[src/timer_pkg.sv]
// Constants and types for the dual counter stopwatch timer
package timer_pkg;
  localparam int unsigned CLK_HZ = 100_000_000;
  localparam int unsigned RATE_100HZ = 100;
  localparam int unsigned RATE_10HZ = 10;
  localparam int unsigned RATE_1HZ = 1;
  localparam int unsigned DIV_100HZ = CLK_HZ / RATE_100HZ;
  localparam int unsigned DIV_10HZ = CLK_HZ / RATE_10HZ;
  localparam int unsigned DIV_1HZ = CLK_HZ / RATE_1HZ;
  localparam int unsigned DIGITS = 4;
  localparam logic [3:0] DEC_MAX = 4'h9;
  localparam logic [3:0] SIX_MAX = 4'h5;
  localparam logic [15:0] COUNT_ZERO = 16'h0000;
  localparam logic [1:0] RES_100HZ = 2'h0;
  localparam logic [1:0] RES_10HZ = 2'h1;
  localparam logic [1:0] RES_1HZ = 2'h2;
  localparam logic [1:0] RES_EXT = 2'h3;
  localparam logic [3:0] MOD6_DEFAULT = 4'h2;
  typedef enum logic [2:0] {
    FN_ELAPSED = 3'b000,
    FN_ACCUM = 3'b001,
    FN_SEQUENCE = 3'b010,
    FN_SPLIT = 3'b011,
    FN_PAUSE = 3'b100,
    FN_UPCMP = 3'b101,
    FN_DOWN = 3'b110
  } func_e;
  typedef enum logic [1:0] {
    ST_IDLE = 2'b00,
    ST_RUN = 2'b01,
    ST_HOLD = 2'b10,
    ST_FINAL = 2'b11
  } run_e;
endpackage

[src/stopwatch_timer.sv]
// Seven function dual counter stopwatch and timer core
// Notes on behaviour
// - Function 1: first start runs interval counter; next start shows elapsed interval.
// - Function 1: after final halt, a start shows the total elapsed counter.
// - Function 2: intervals timed; final halt then start shows accumulated total.
// - Function 3: each later start freezes the finished event time until next.
// - Function 3: final halt shows last event; next start shows total time.
// - Function 4: later starts refresh display; interval counter keeps accumulating.
// - Function 4: final halt stops accumulation and shows the run total.
// - Function 5: starts pause and resume; final halt then start shows totals.
// - Function 6: starts toggle the load until the count meets the preset; after that, starts are ignored until reset.
// - Function 6: reset ends the run and drops the load.
// - Function 7: counts down to zero after start, then switches load off.
// - External count clock in function 5 adds exactly one per pulse.
// - Reset clears the interval counter to zero.
// - Span is 99 minutes 59 seconds; tens of seconds roll at six.
// - Waiting state output is high in the idle and hold states.
// - Two select inputs pick 100 Hz, 10 Hz, 1 Hz or external count clock.
// - Stopwatch reset clears both counters in all functions but 6 and blanks the display in functions 1 to 5 only.
`timescale 1ns/1ps
module stopwatch_timer
  import timer_pkg::*;
#(
  parameter int unsigned DIV100 = DIV_100HZ,
  parameter int unsigned DIV10 = DIV_10HZ,
  parameter int unsigned DIV1 = DIV_1HZ,
  parameter logic [3:0] MOD6_MASK = MOD6_DEFAULT
) (
  input wire logic clk_i,
  input wire logic reset_i,
  input wire logic enable_i,
  input wire logic [2:0] function_i,
  input wire logic [1:0] res_sel_i,
  input wire logic ext_count_i,
  input wire logic start_stop_i,
  input wire logic final_halt_i,
  input wire logic clear_i,
  input wire logic [15:0] preset_i,
  input wire logic preset_load_i,
  input wire logic compare_en_i,
  output logic [15:0] display_o,
  output logic blank_o,
  output logic waiting_o,
  output logic compare_o,
  output logic tick_o
);
  import timer_pkg::*;

  typedef struct packed {
    logic [1:0] ss_sync;
    logic [1:0] fh_sync;
    logic [1:0] cl_sync;
    logic [1:0] ext_sync;
    logic ss_prev;
    logic fh_prev;
    logic cl_prev;
    logic ext_prev;
    logic [26:0] div;
    logic tick;
    run_e st;
    logic show_total;
    logic blank;
    logic run1;
    logic run2;
    logic [15:0] cnt1;
    logic [15:0] cnt2;
    logic [15:0] disp;
    logic freeze;
    logic cmp;
  } state_s;

  state_s q, d;

  // Per digit roll limit: mask bit set makes that digit modulo six
  logic [3:0][3:0] lim;
  for (genvar g = 0; g < DIGITS; g++) begin : g_lim
    assign lim[g] = MOD6_MASK[g] ? SIX_MAX : DEC_MAX;
  end

  // One BCD step up or down; carry or borrow ripples through the digits
  function automatic logic [15:0] step(input logic [15:0] v, input logic [3:0][3:0] l,
    input logic down);
    logic [15:0] r;
    logic c;
    r = v;
    c = 1'b1;
    for (int i = 0; i < DIGITS; i++) begin
      if (c) begin
        if (down ? (v[i*4 +: 4] == 4'h0) : (v[i*4 +: 4] >= l[i])) begin
          r[i*4 +: 4] = down ? l[i] : 4'h0;
        end else begin
          r[i*4 +: 4] = down ? v[i*4 +: 4] - 4'h1 : v[i*4 +: 4] + 4'h1;
          c = 1'b0;
        end
      end
    end
    return r;
  endfunction

  logic ss_ev, fh_ev, cl_ev, ext_ev;
  logic [26:0] div_top;
  func_e fn;

  always_comb begin
    d = q;
    fn = func_e'(function_i);
    // Two flops then edge detect on the second stage only
    d.ss_sync = {q.ss_sync[0], start_stop_i};
    d.fh_sync = {q.fh_sync[0], final_halt_i};
    d.cl_sync = {q.cl_sync[0], clear_i};
    d.ext_sync = {q.ext_sync[0], ext_count_i};
    d.ss_prev = q.ss_sync[1];
    d.fh_prev = q.fh_sync[1];
    d.cl_prev = q.cl_sync[1];
    d.ext_prev = q.ext_sync[1];
    ss_ev = q.ss_sync[1] & ~q.ss_prev;
    fh_ev = q.fh_sync[1] & ~q.fh_prev;
    cl_ev = q.cl_sync[1] & ~q.cl_prev;
    ext_ev = q.ext_sync[1] & ~q.ext_prev;
    // Count tick selection
    case (res_sel_i)
      RES_100HZ: div_top = 27'(DIV100 - 1);
      RES_10HZ: div_top = 27'(DIV10 - 1);
      RES_1HZ: div_top = 27'(DIV1 - 1);
      default: div_top = '0;
    endcase
    if (res_sel_i == RES_EXT) begin
      d.div = '0;
      d.tick = ext_ev;
    end else if (q.div >= div_top) begin
      d.div = '0;
      d.tick = 1'b1;
    end else begin
      d.div = q.div + 27'd1;
      d.tick = 1'b0;
    end
    // Counting on the tick; sync start to tick_o avoids a short first count
    if (q.tick) begin
      if (q.run1) begin
        d.cnt1 = step(q.cnt1, lim, fn == FN_DOWN);
      end
      if (q.run2) begin
        d.cnt2 = step(q.cnt2, lim, 1'b0);
      end
    end
    if (preset_load_i && q.st == ST_IDLE && (fn == FN_UPCMP || fn == FN_DOWN)) begin
      d.cnt1 = preset_i;
    end
    // Comparison: up counter meets preset, or down count reaches zero
    if (fn == FN_UPCMP && q.run2 && compare_en_i && q.cnt2 == q.cnt1 && q.cnt1 != COUNT_ZERO) begin
      d.run2 = 1'b0;
      d.cmp = 1'b1;
      d.st = ST_HOLD;
      d.disp = q.cnt2;
    end
    if (fn == FN_DOWN && q.run1 && compare_en_i && q.cnt1 == COUNT_ZERO) begin
      d.run1 = 1'b0;
      d.cmp = 1'b1;
      d.st = ST_HOLD;
    end
    if (ss_ev) begin
      case (fn)
        FN_UPCMP: begin
          if (q.st != ST_HOLD || !q.cmp) begin
            d.run2 = ~q.run2;
            d.st = ST_RUN;
            d.cmp = 1'b0;
          end
        end
        FN_DOWN: begin
          if (q.st == ST_IDLE) begin
            d.run1 = 1'b1;
            d.st = ST_RUN;
            d.cmp = 1'b0;
          end
        end
        default: begin
          d.blank = 1'b0;
          case (q.st)
            ST_IDLE: begin
              d.st = ST_RUN;
              d.run1 = (fn != FN_SPLIT);
              d.run2 = 1'b1;
              d.cnt2 = COUNT_ZERO;
              d.freeze = 1'b0;
            end
            ST_RUN: begin
              d.disp = q.cnt2;
              d.freeze = 1'b1;
              if (fn == FN_SEQUENCE) begin
                d.cnt2 = COUNT_ZERO;
              end else if (fn != FN_SPLIT) begin
                d.run2 = 1'b0;
                d.st = ST_HOLD;
                if (fn == FN_ACCUM) begin
                  d.run1 = 1'b0;
                end
              end
              // Split keeps counting untouched, only the view is refreshed
            end
            ST_HOLD: begin
              d.st = ST_RUN;
              d.run2 = 1'b1;
              d.run1 = (fn != FN_SPLIT);
              d.freeze = 1'b0;
              if (fn != FN_PAUSE) begin
                d.cnt2 = COUNT_ZERO;
              end
            end
            ST_FINAL: begin
              if (fn != FN_SPLIT) begin
                d.show_total = ~q.show_total;
              end
            end
            default: d.st = ST_IDLE;
          endcase
        end
      endcase
    end
    if (fh_ev && q.st != ST_IDLE) begin
      d.run1 = 1'b0;
      d.run2 = 1'b0;
      d.st = (fn == FN_DOWN || fn == FN_UPCMP) ? ST_HOLD : ST_FINAL;
      d.freeze = 1'b0;
      d.show_total = 1'b0;
      if (fn == FN_SEQUENCE && q.freeze == 1'b0) begin
        d.disp = q.cnt2;
      end
    end
    if (cl_ev) begin
      d.st = ST_IDLE;
      d.run1 = 1'b0;
      d.run2 = 1'b0;
      d.cnt2 = COUNT_ZERO;
      d.cmp = 1'b0;
      d.freeze = 1'b0;
      d.show_total = 1'b0;
      d.disp = COUNT_ZERO;
      if (fn != FN_UPCMP) begin
        d.cnt1 = COUNT_ZERO;
      end
      d.blank = (fn != FN_UPCMP && fn != FN_DOWN);
    end
    // A clear must not be overwritten by a stale view of the counters
    if (!q.freeze && !cl_ev) begin
      if (q.show_total) begin
        d.disp = q.cnt1;
      end else if (fn == FN_DOWN || (fn == FN_UPCMP && !q.run2 && !q.cmp)) begin
        d.disp = q.cnt1;
      end else if (q.st != ST_IDLE) begin
        d.disp = q.cnt2;
      end
    end
  end

  always_ff @(posedge clk_i or posedge reset_i) begin
    if (reset_i) begin
      q <= '{st: ST_IDLE, blank: 1'b1, default: '0};
    end else if (enable_i) begin
      q <= d;
    end
  end

  assign display_o = q.disp;
  assign blank_o = q.blank;
  assign waiting_o = (q.st == ST_IDLE) | (q.st == ST_HOLD);
  assign compare_o = q.cmp;
  assign tick_o = q.tick;

  a_clear_zeroes: assert property (@(posedge clk_i) disable iff (reset_i)
    enable_i && cl_ev |=> q.cnt2 == COUNT_ZERO && !compare_o)
    else $error("interval counter not cleared");
  a_cmp_drops: assert property (@(posedge clk_i) disable iff (reset_i)
    enable_i && cl_ev |=> !compare_o && !q.run2)
    else $error("load still on after reset event");
  a_digit_range: assert property (@(posedge clk_i) disable iff (reset_i)
    MOD6_MASK[1] |-> q.cnt2[7:4] <= SIX_MAX && q.cnt2[3:0] <= DEC_MAX)
    else $error("digit out of range");
  a_ext_step: assert property (@(posedge clk_i) disable iff (reset_i)
    enable_i && q.tick && q.run2 && q.cnt2[3:0] < lim[0] && !cl_ev && !ss_ev
      |=> q.cnt2[3:0] == $past(q.cnt2[3:0]) + 4'h1)
    else $error("count step not one");
  a_one_event: assert property (@(posedge clk_i) disable iff (reset_i)
    enable_i && ss_ev |=> !ss_ev)
    else $error("double start event");
  a_down_stop: assert property (@(posedge clk_i) disable iff (reset_i)
    enable_i && function_i == 3'h6 && q.run1 && compare_en_i && q.cnt1 == COUNT_ZERO
      && !cl_ev |=> compare_o && !q.run1)
    else $error("down count did not stop at zero");
  a_final_halts: assert property (@(posedge clk_i) disable iff (reset_i)
    enable_i && fh_ev && !cl_ev && q.st != ST_IDLE |=> !q.run1 && !q.run2)
    else $error("final halt did not stop counting");
  a_wait_light: assert property (@(posedge clk_i) disable iff (reset_i)
    enable_i && ss_ev && !cl_ev && q.st == ST_IDLE |=> !waiting_o)
    else $error("waiting output still high after start");
endmodule

[config.mk]
export PLATFORM = sky130hd
export DESIGN_NAME = stopwatch_timer
export DESIGN_NICKNAME = d
export VERILOG_FILES = /design/src/timer_pkg.sv /design/src/stopwatch_timer.sv
export SDC_FILE = /design/constraint.sdc
export NUM_CORES = 1
export LEC_CHECK = 0
export BUFFER_PORTS_ARGS = -buffer_cell sky130_fd_sc_hd__buf_4
export CELL_PAD_IN_SITES_DETAIL_PLACEMENT = 1
export CELL_PAD_IN_SITES_GLOBAL_PLACEMENT = 2
export CORE_UTILIZATION = 34
export DETAILED_ROUTE_END_ITERATION = 10
export GPL_ROUTABILITY_DRIVEN = 0
export PLACE_DENSITY_LB_ADDON = 0.1
export SLEW_MARGIN = 20
export SYNTH_ARGS = -nofsm -noshare
export SYNTH_HDL_FRONTEND = slang
export SYNTH_SLANG_ARGS = --single-unit
[constraint.sdc]
create_clock -name clk_i -period 2.8 [get_ports clk_i]
set_input_delay 0.14 -clock clk_i [delete_from_list [all_inputs] [get_ports clk_i]]
set_output_delay 0.14 -clock clk_i [all_outputs]
set_load 0.03 [all_outputs]
After elaboration in Yosys (flattened, before gate mapping)
Index checks and enable logic that the tools add are counted.
W data, S select, Z words.

word-level totals
  bits of input ports = 30
  word-level logic and storage cells = 212
  flip-flop bits (word level) = 96
  output and inout bits = 20

operators by class
  $lt $le $gt $ge = 9
  equal/unequal tests = 18
  reductions and logical operators = 41
  bitwise logic cells = 12
  $add $sub $neg = 13
  multiplexer cells = 99

operators by type and width
  kind                     number
  $mux W16                 13
  $pmux W27 S3             1
  $mux W4                  19
  $mux W28                 2
  $mux W56                 1
  $pmux W16 S3             1
  $mux W1                  38
  $mux W34                 1
  $mux W33                 1
  $add A4 B1 Y4 const B    8
  $mux W32                 1
  $add A27 B1 Y27 const B  1
  $ge A27 B27 Y1           1
  $ge A4 B4 Y1 const B     6
  $mux W2                  10
  $mux W17                 1
  $eq A16 B16 Y1           1
  $logic_not A16 Y1        1
  $logic_not A4 Y1         4
  $reduce_bool A16 Y1      1
  $sub A4 B1 Y4 const B    4
  $logic_and A1 B1 Y1      15
  $pmux W2 S2              3
  $ne A3 B3 Y1 const B     3
  other kinds (26)         55

Logic depth before layout (Yosys ltp)
  depth after elaboration = 25
  depth in mapped cells = 13
  gate-level depth less buffers = 11

Least setup slack after synthesis
Ideal clock, no wire load.

  path type = input-to-reg
  start = in function_i[1]
  end = reg q[49] (netlist name)
  library setup time = 0.127 ns
  required time = 2.673 ns
  buffers on the path = 3
  stages = 10
  data arrival time = 2.548 ns
  setup slack = 0.125 ns
  path through = clkbuf_1 nand3b_1 buf_2 inv_1 clkbuf_1 ha_1 a21o_1 a21oi_1 o21ai_0 a311o_2

on the way
  longest elaborated chain between the ends = 17
  elaborated cells between the ends (all ways) = 29
  classes of those cells = eq/ne (3); mux (24); reduce/logical (2)

RTL lines
  what                   RTL line                                        source
  from (decl)            stopwatch_timer.sv:32                           input wire logic [2:0] function_i,
  $eq A3 B3 Y1           stopwatch_timer.sv:140, stopwatch_timer.sv:146
  $mux W1 (2 in series)  stopwatch_timer.sv:89                           if (down ? (v[i*4 +: 4] == 4'h0) : (v[i*4 +: 4] >= l[i])) begin
  $mux W1                stopwatch_timer.sv:139                          if (q.run1) begin
  $mux W1                stopwatch_timer.sv:138                          if (q.tick) begin
  $mux W1                stopwatch_timer.sv:88                           if (c) begin
  $mux W1                stopwatch_timer.sv:139
  $mux W1                stopwatch_timer.sv:138
  $mux W1                stopwatch_timer.sv:88
  $mux W1                stopwatch_timer.sv:139
  $mux W1                stopwatch_timer.sv:138
  $mux W4                stopwatch_timer.sv:88
  $mux W16               stopwatch_timer.sv:139
  $mux W32               stopwatch_timer.sv:138
  $mux W16               stopwatch_timer.sv:146                          if (preset_load_i && q.st == ST_IDLE && (fn == FN_UPCMP || fn == FN_DOWN)) begin
  $mux W16               stopwatch_timer.sv:239                          if (fn != FN_UPCMP) begin
  $mux W56 (*)           stopwatch_timer.sv:230                          if (cl_ev) begin
  to (signal assigned)   stopwatch_timer.sv:258                          q <= '{st: ST_IDLE, blank: 1'b1, default: '0};
  to (signal assigned)   stopwatch_timer.sv:260                          q <= d;
  to (decl)              stopwatch_timer.sv:72                           state_s q, d;

Every way passes the cells marked *; elsewhere a longest branch is shown, timed or not. The select of a mux whose other input is x is not followed.
A chain may end at the register's enable or synchronous reset.

Worst setup path in the final report
  start = reg q[39] (netlist name)
  end = reg q, in the netlist display_o[1]

on the way
  longest elaborated chain between the ends = 14
  elaborated cells between the ends (all ways) = 15
  classes of those cells = eq/ne (1); mux (11); reduce/logical (3)

RTL lines
  what                     RTL line                source
  $eq A16 B16 Y1           stopwatch_timer.sv:150  if (fn == FN_UPCMP && q.run2 && compare_en_i && q.cnt2 == q.cnt1 && q.cnt1 != COUNT_ZERO) begin
  $logic_and A1 B1 Y1      stopwatch_timer.sv:150
  $logic_and A1 B1 Y1 (*)  stopwatch_timer.sv:150
  $mux W16 (*)             stopwatch_timer.sv:150
  $mux W16                 stopwatch_timer.sv:179  case (q.st)
  $mux W33                 stopwatch_timer.sv:162  case (fn)
  $mux W34 (*)             stopwatch_timer.sv:161  if (ss_ev) begin
  $mux W16                 stopwatch_timer.sv:226  if (fn == FN_SEQUENCE && q.freeze == 1'b0) begin
  $mux W17 (*)             stopwatch_timer.sv:220  if (fh_ev && q.st != ST_IDLE) begin
  $mux W56 (*)             stopwatch_timer.sv:230
  $mux W16                 stopwatch_timer.sv:250  end else if (q.st != ST_IDLE) begin
  $mux W16                 stopwatch_timer.sv:248  end else if (fn == FN_DOWN || (fn == FN_UPCMP && !q.run2 && !q.cmp)) begin
  $mux W16                 stopwatch_timer.sv:246  if (q.show_total) begin
  $mux W16 (*)             stopwatch_timer.sv:245  if (!q.freeze && !cl_ev) begin

Marks and branches as above.

==> metrics.yaml <==
synth:
  synth.avg_cell_area_um2: 8.43
  postSynthCellCount: 900
  synth_top_flop_cell: "dfrtp_1"
  synth_xor_xnor_area_share: 0.0266
  yosys.cell_types.count: 75
  yosysSeqAreaShare: 0.317
  synth_top_family_by_area: "compound AO/OA/AOI/OAI gates"
  ys_seq_elements: 96
  post_synth_edffs: 0
  mappedNetlistNets: 984
  warning_count_from_the_yosys_run: 0
  area_fraction_in_compound_gates_after_synthesis: 0.261
  synthArstFlopShare: 1.00
  netlist_area_um2: 7590
  yosys.area_share.simple: 0.206
  post_synth_mux_area_share: 0.0272
  yosys.area_share.adder: 0.0930
clocking:
  cts_buffer_depth: 2
  tritoncts_num_sinks: 96
  htree_levels: 3
  path_clk_slew_ns: 0.08
  root_buffer: "clkbuf_16"
  cts.repair_timing.setup_buffer_count: 0
  cts_buffers: 9
  worst_skew_pair.late_latency_ns: 0.37
  tritoncts: "done"
sta:
  fin_setup_tns_ns: 0
  timing.fmax_ghz: 0.377
  setup_repair_after_global_routing_missed_its_margin: "no"
  timing.final.crit_share: 0.947
  worst_clock_skew_ns: 0.0184
  finalSetupViolCount: 0
  max_slew_margin: 0.545
  post-route-worst-setup-slack_ns: 0.150
  finalHoldViolCount: 0
  slew_viol_final: 0
  fin_crit_period_ns: 2.65
  timing_worst_slew_pin_value_ns: 0.679
  timing.hold.ws_ns: 0.00872
critical_path:
  critical_path_class: "reg -> reg"
  timing.critical_path.buf_inv: 1
  setup_crit_end_kind: "flip-flop"
  cp.required_ns: 3.04
  worst-endpoint-arrival_ns: 2.89
  worstPathMaxFanout: 8
  crit_path_cell_trace: "or4_4 -> nor4_4 -> or4_1 -> buf_4 -> nor2_2 -> nor3_4 -> o22ai_1 -> a22o_1"
  critical-path-max-stage-delay_ns: 0.61
  slowest_stage_cell_on_the_critical_path: "or4_4"
  reg2reg_slack_ns: 0.15
  crit_path_start_kind: "flip-flop"
  critPathTopFamily: "simple AND/OR/NAND/NOR gates"
pwr:
  total_leakage_power_nw: 3.89
  net-switching-power_mw: 2.60
  total_power_draw_mw: 6.03
  peak_supply_drop_uv: 373
  p_clk_frac: 0.214
  pwr-share-seq: 0.321
  comb_pwr_share: 0.465
  p_int_mw: 3.43
  swShare: 0.431
  power_density_nw_per_um2: 685
floorplan:
  die_h_um: 151
  die-area_um2: 22900
  ioPinCount: 50
  floorplan.initialDensity: 0.348
  core.rowCount: 54
  core_area_um2: 21800
  die-width_um: 151
drt:
  finalWirelength_mm: 26.5
  post_drt_via_cell_ratio: 5.92
  drtAntennaViolNets: 0
  first_pass_iters: 5
  wire_per_inst_um: 21.4
  vias: 7341
  drt_iter0_markers: 395
  route.detailed.drc: 0
global_route:
  number_of_global_route_vias_before_repair: 7886
  groute.usage.overall: 0.240
  grt_first_pass_wirelength_mm: 42.5
  overflow: 0
  number_of_antenna_violations_at_the_first_check_in_global_routing: 0
  grt_max_degree: 56
placement:
  detailedPlace.worstSlack_ns: -0.261
  postPlaceCellArea_um2: 8480
  count_of_buffers_from_port_buffering: 49
  numPlacedInstances: 1223
  dp_hpwl_mm: 19.9
cells_and_area:
  final_core_util: 0.403
  stdcell_count: 1240
  stdcell_area_um2: 8800
  flow.area_growth_from_synthesis_pct: 16.0
  antenna-diode-count: 0
  post_route_cells_drive_above_1_share: 0.194
  final_net_count: 1039
min_path:
  hold_crit_class: "in -> reg"
outcome:
  outcome: "completed"
flow_run:
  drv.max_cap_violation_count: 0
[area by class of cell]
class                      count  area (um2)
clock buffer                  12         256
clock inverter                 4        35.0
fill                        2602       13000
inverter                      41         156
multi-input combinational    686        4670
sequential                    96        2400
tap                          280         350
timing repair buffer         121         923
[kinds of logic after synthesis]
family	after synthesis
simple gates	297
compound gates	293
buf+inv	118
flops	96
fa+ha+maj	54
xor+xnor	23
mux	19
[synth_stat cells (10+ instances only)]
master / count / area, um2
nor2b_1: 25 / 156
nand3_1: 36 / 180
mux2_2: 13 / 146
nor3_1: 34 / 170
buf_4: 18 / 135
nand4_1: 10 / 62.6
and3_1: 15 / 93.8
dfrtp_1: 95 / 2380
o21ai_0: 84 / 420
inv_1: 40 / 150
a22o_1: 12 / 105
ha_1: 50 / 626
or2_2: 17 / 106
a21oi_1: 60 / 300
clkbuf_1: 43 / 161
xor2_1: 16 / 140
nand2_1: 66 / 248
o2bb2ai_1: 12 / 105
o211ai_1: 16 / 120
a222oi_1: 12 / 120
o22ai_1: 14 / 87.6
nand2b_1: 10 / 62.6
nor2_1: 48 / 180
[worst register-to-register path: cells and delay by family (launching register included)]
kind	cells	cell delay, ns
flops	1	0.46
buf+inv	1	0.12
compound gates	2	0.37
simple gates	5	1.60
[flip-flops by register name, summed over array words and instances, names as in the netlist]
name,cells
q,69
display_o,16
d,8
blank_o,1
compare_o,1
tick_o,1
[cell usage in the layout (no fill, tap or decap), types with 14 or more instances in the layout]
cell type,instances
a21oi_1,60
and3_1,15
buf_4,119
dfrtp_1,95
ha_1,50
inv_1,39
nand2_1,65
nand3_1,36
nor2_1,46
nor2b_1,25
nor3_1,34
o211ai_1,16
o21ai_0,84
o22ai_1,14
or2_2,17
xor2_1,16
[worst paths after layout]
path                               from           end  cells past startpoint
setup / recovery                  q[39]  display_o[1]                      8
hold / removal             final_halt_i         d[93]                      2
setup reg to reg                  q[39]  display_o[1]                      8
hold reg to reg                   d[89]         d[89]                      1
max in group asynchronous       reset_i       blank_o                      4
min in group asynchronous       reset_i         d[95]                      3
[repair_timing]
action                                  in CTS  in global routing
gates resized for setup                      1                  5
hold buffers                                 1                  0
endpoints found under the setup margin       1                 15
pin swaps                                    0                  0
hold endpoints to repair                    41                  0
[per-layer routing]
layer / GRT usage / part of all wire
met1: 0.299 / 0.45
met2: 0.416 / 0.49
met3: 0.0277 / 0.029
met4: 0.105 / 0.030
met5: 0 / 0
[power by group through the flow]
stage                     Combinational [mW]  Clock, mW  Sequential, mW
final                                   2.80       1.29            1.94
after floorplan                         1.84          0            1.88
after CTS                               2.80       1.32            1.94
after global placement                  2.67          0            1.95
after detailed placement                2.76          0            1.96
after global routing                    3.08       1.37            1.98
(Power assumes the default switching activity.)
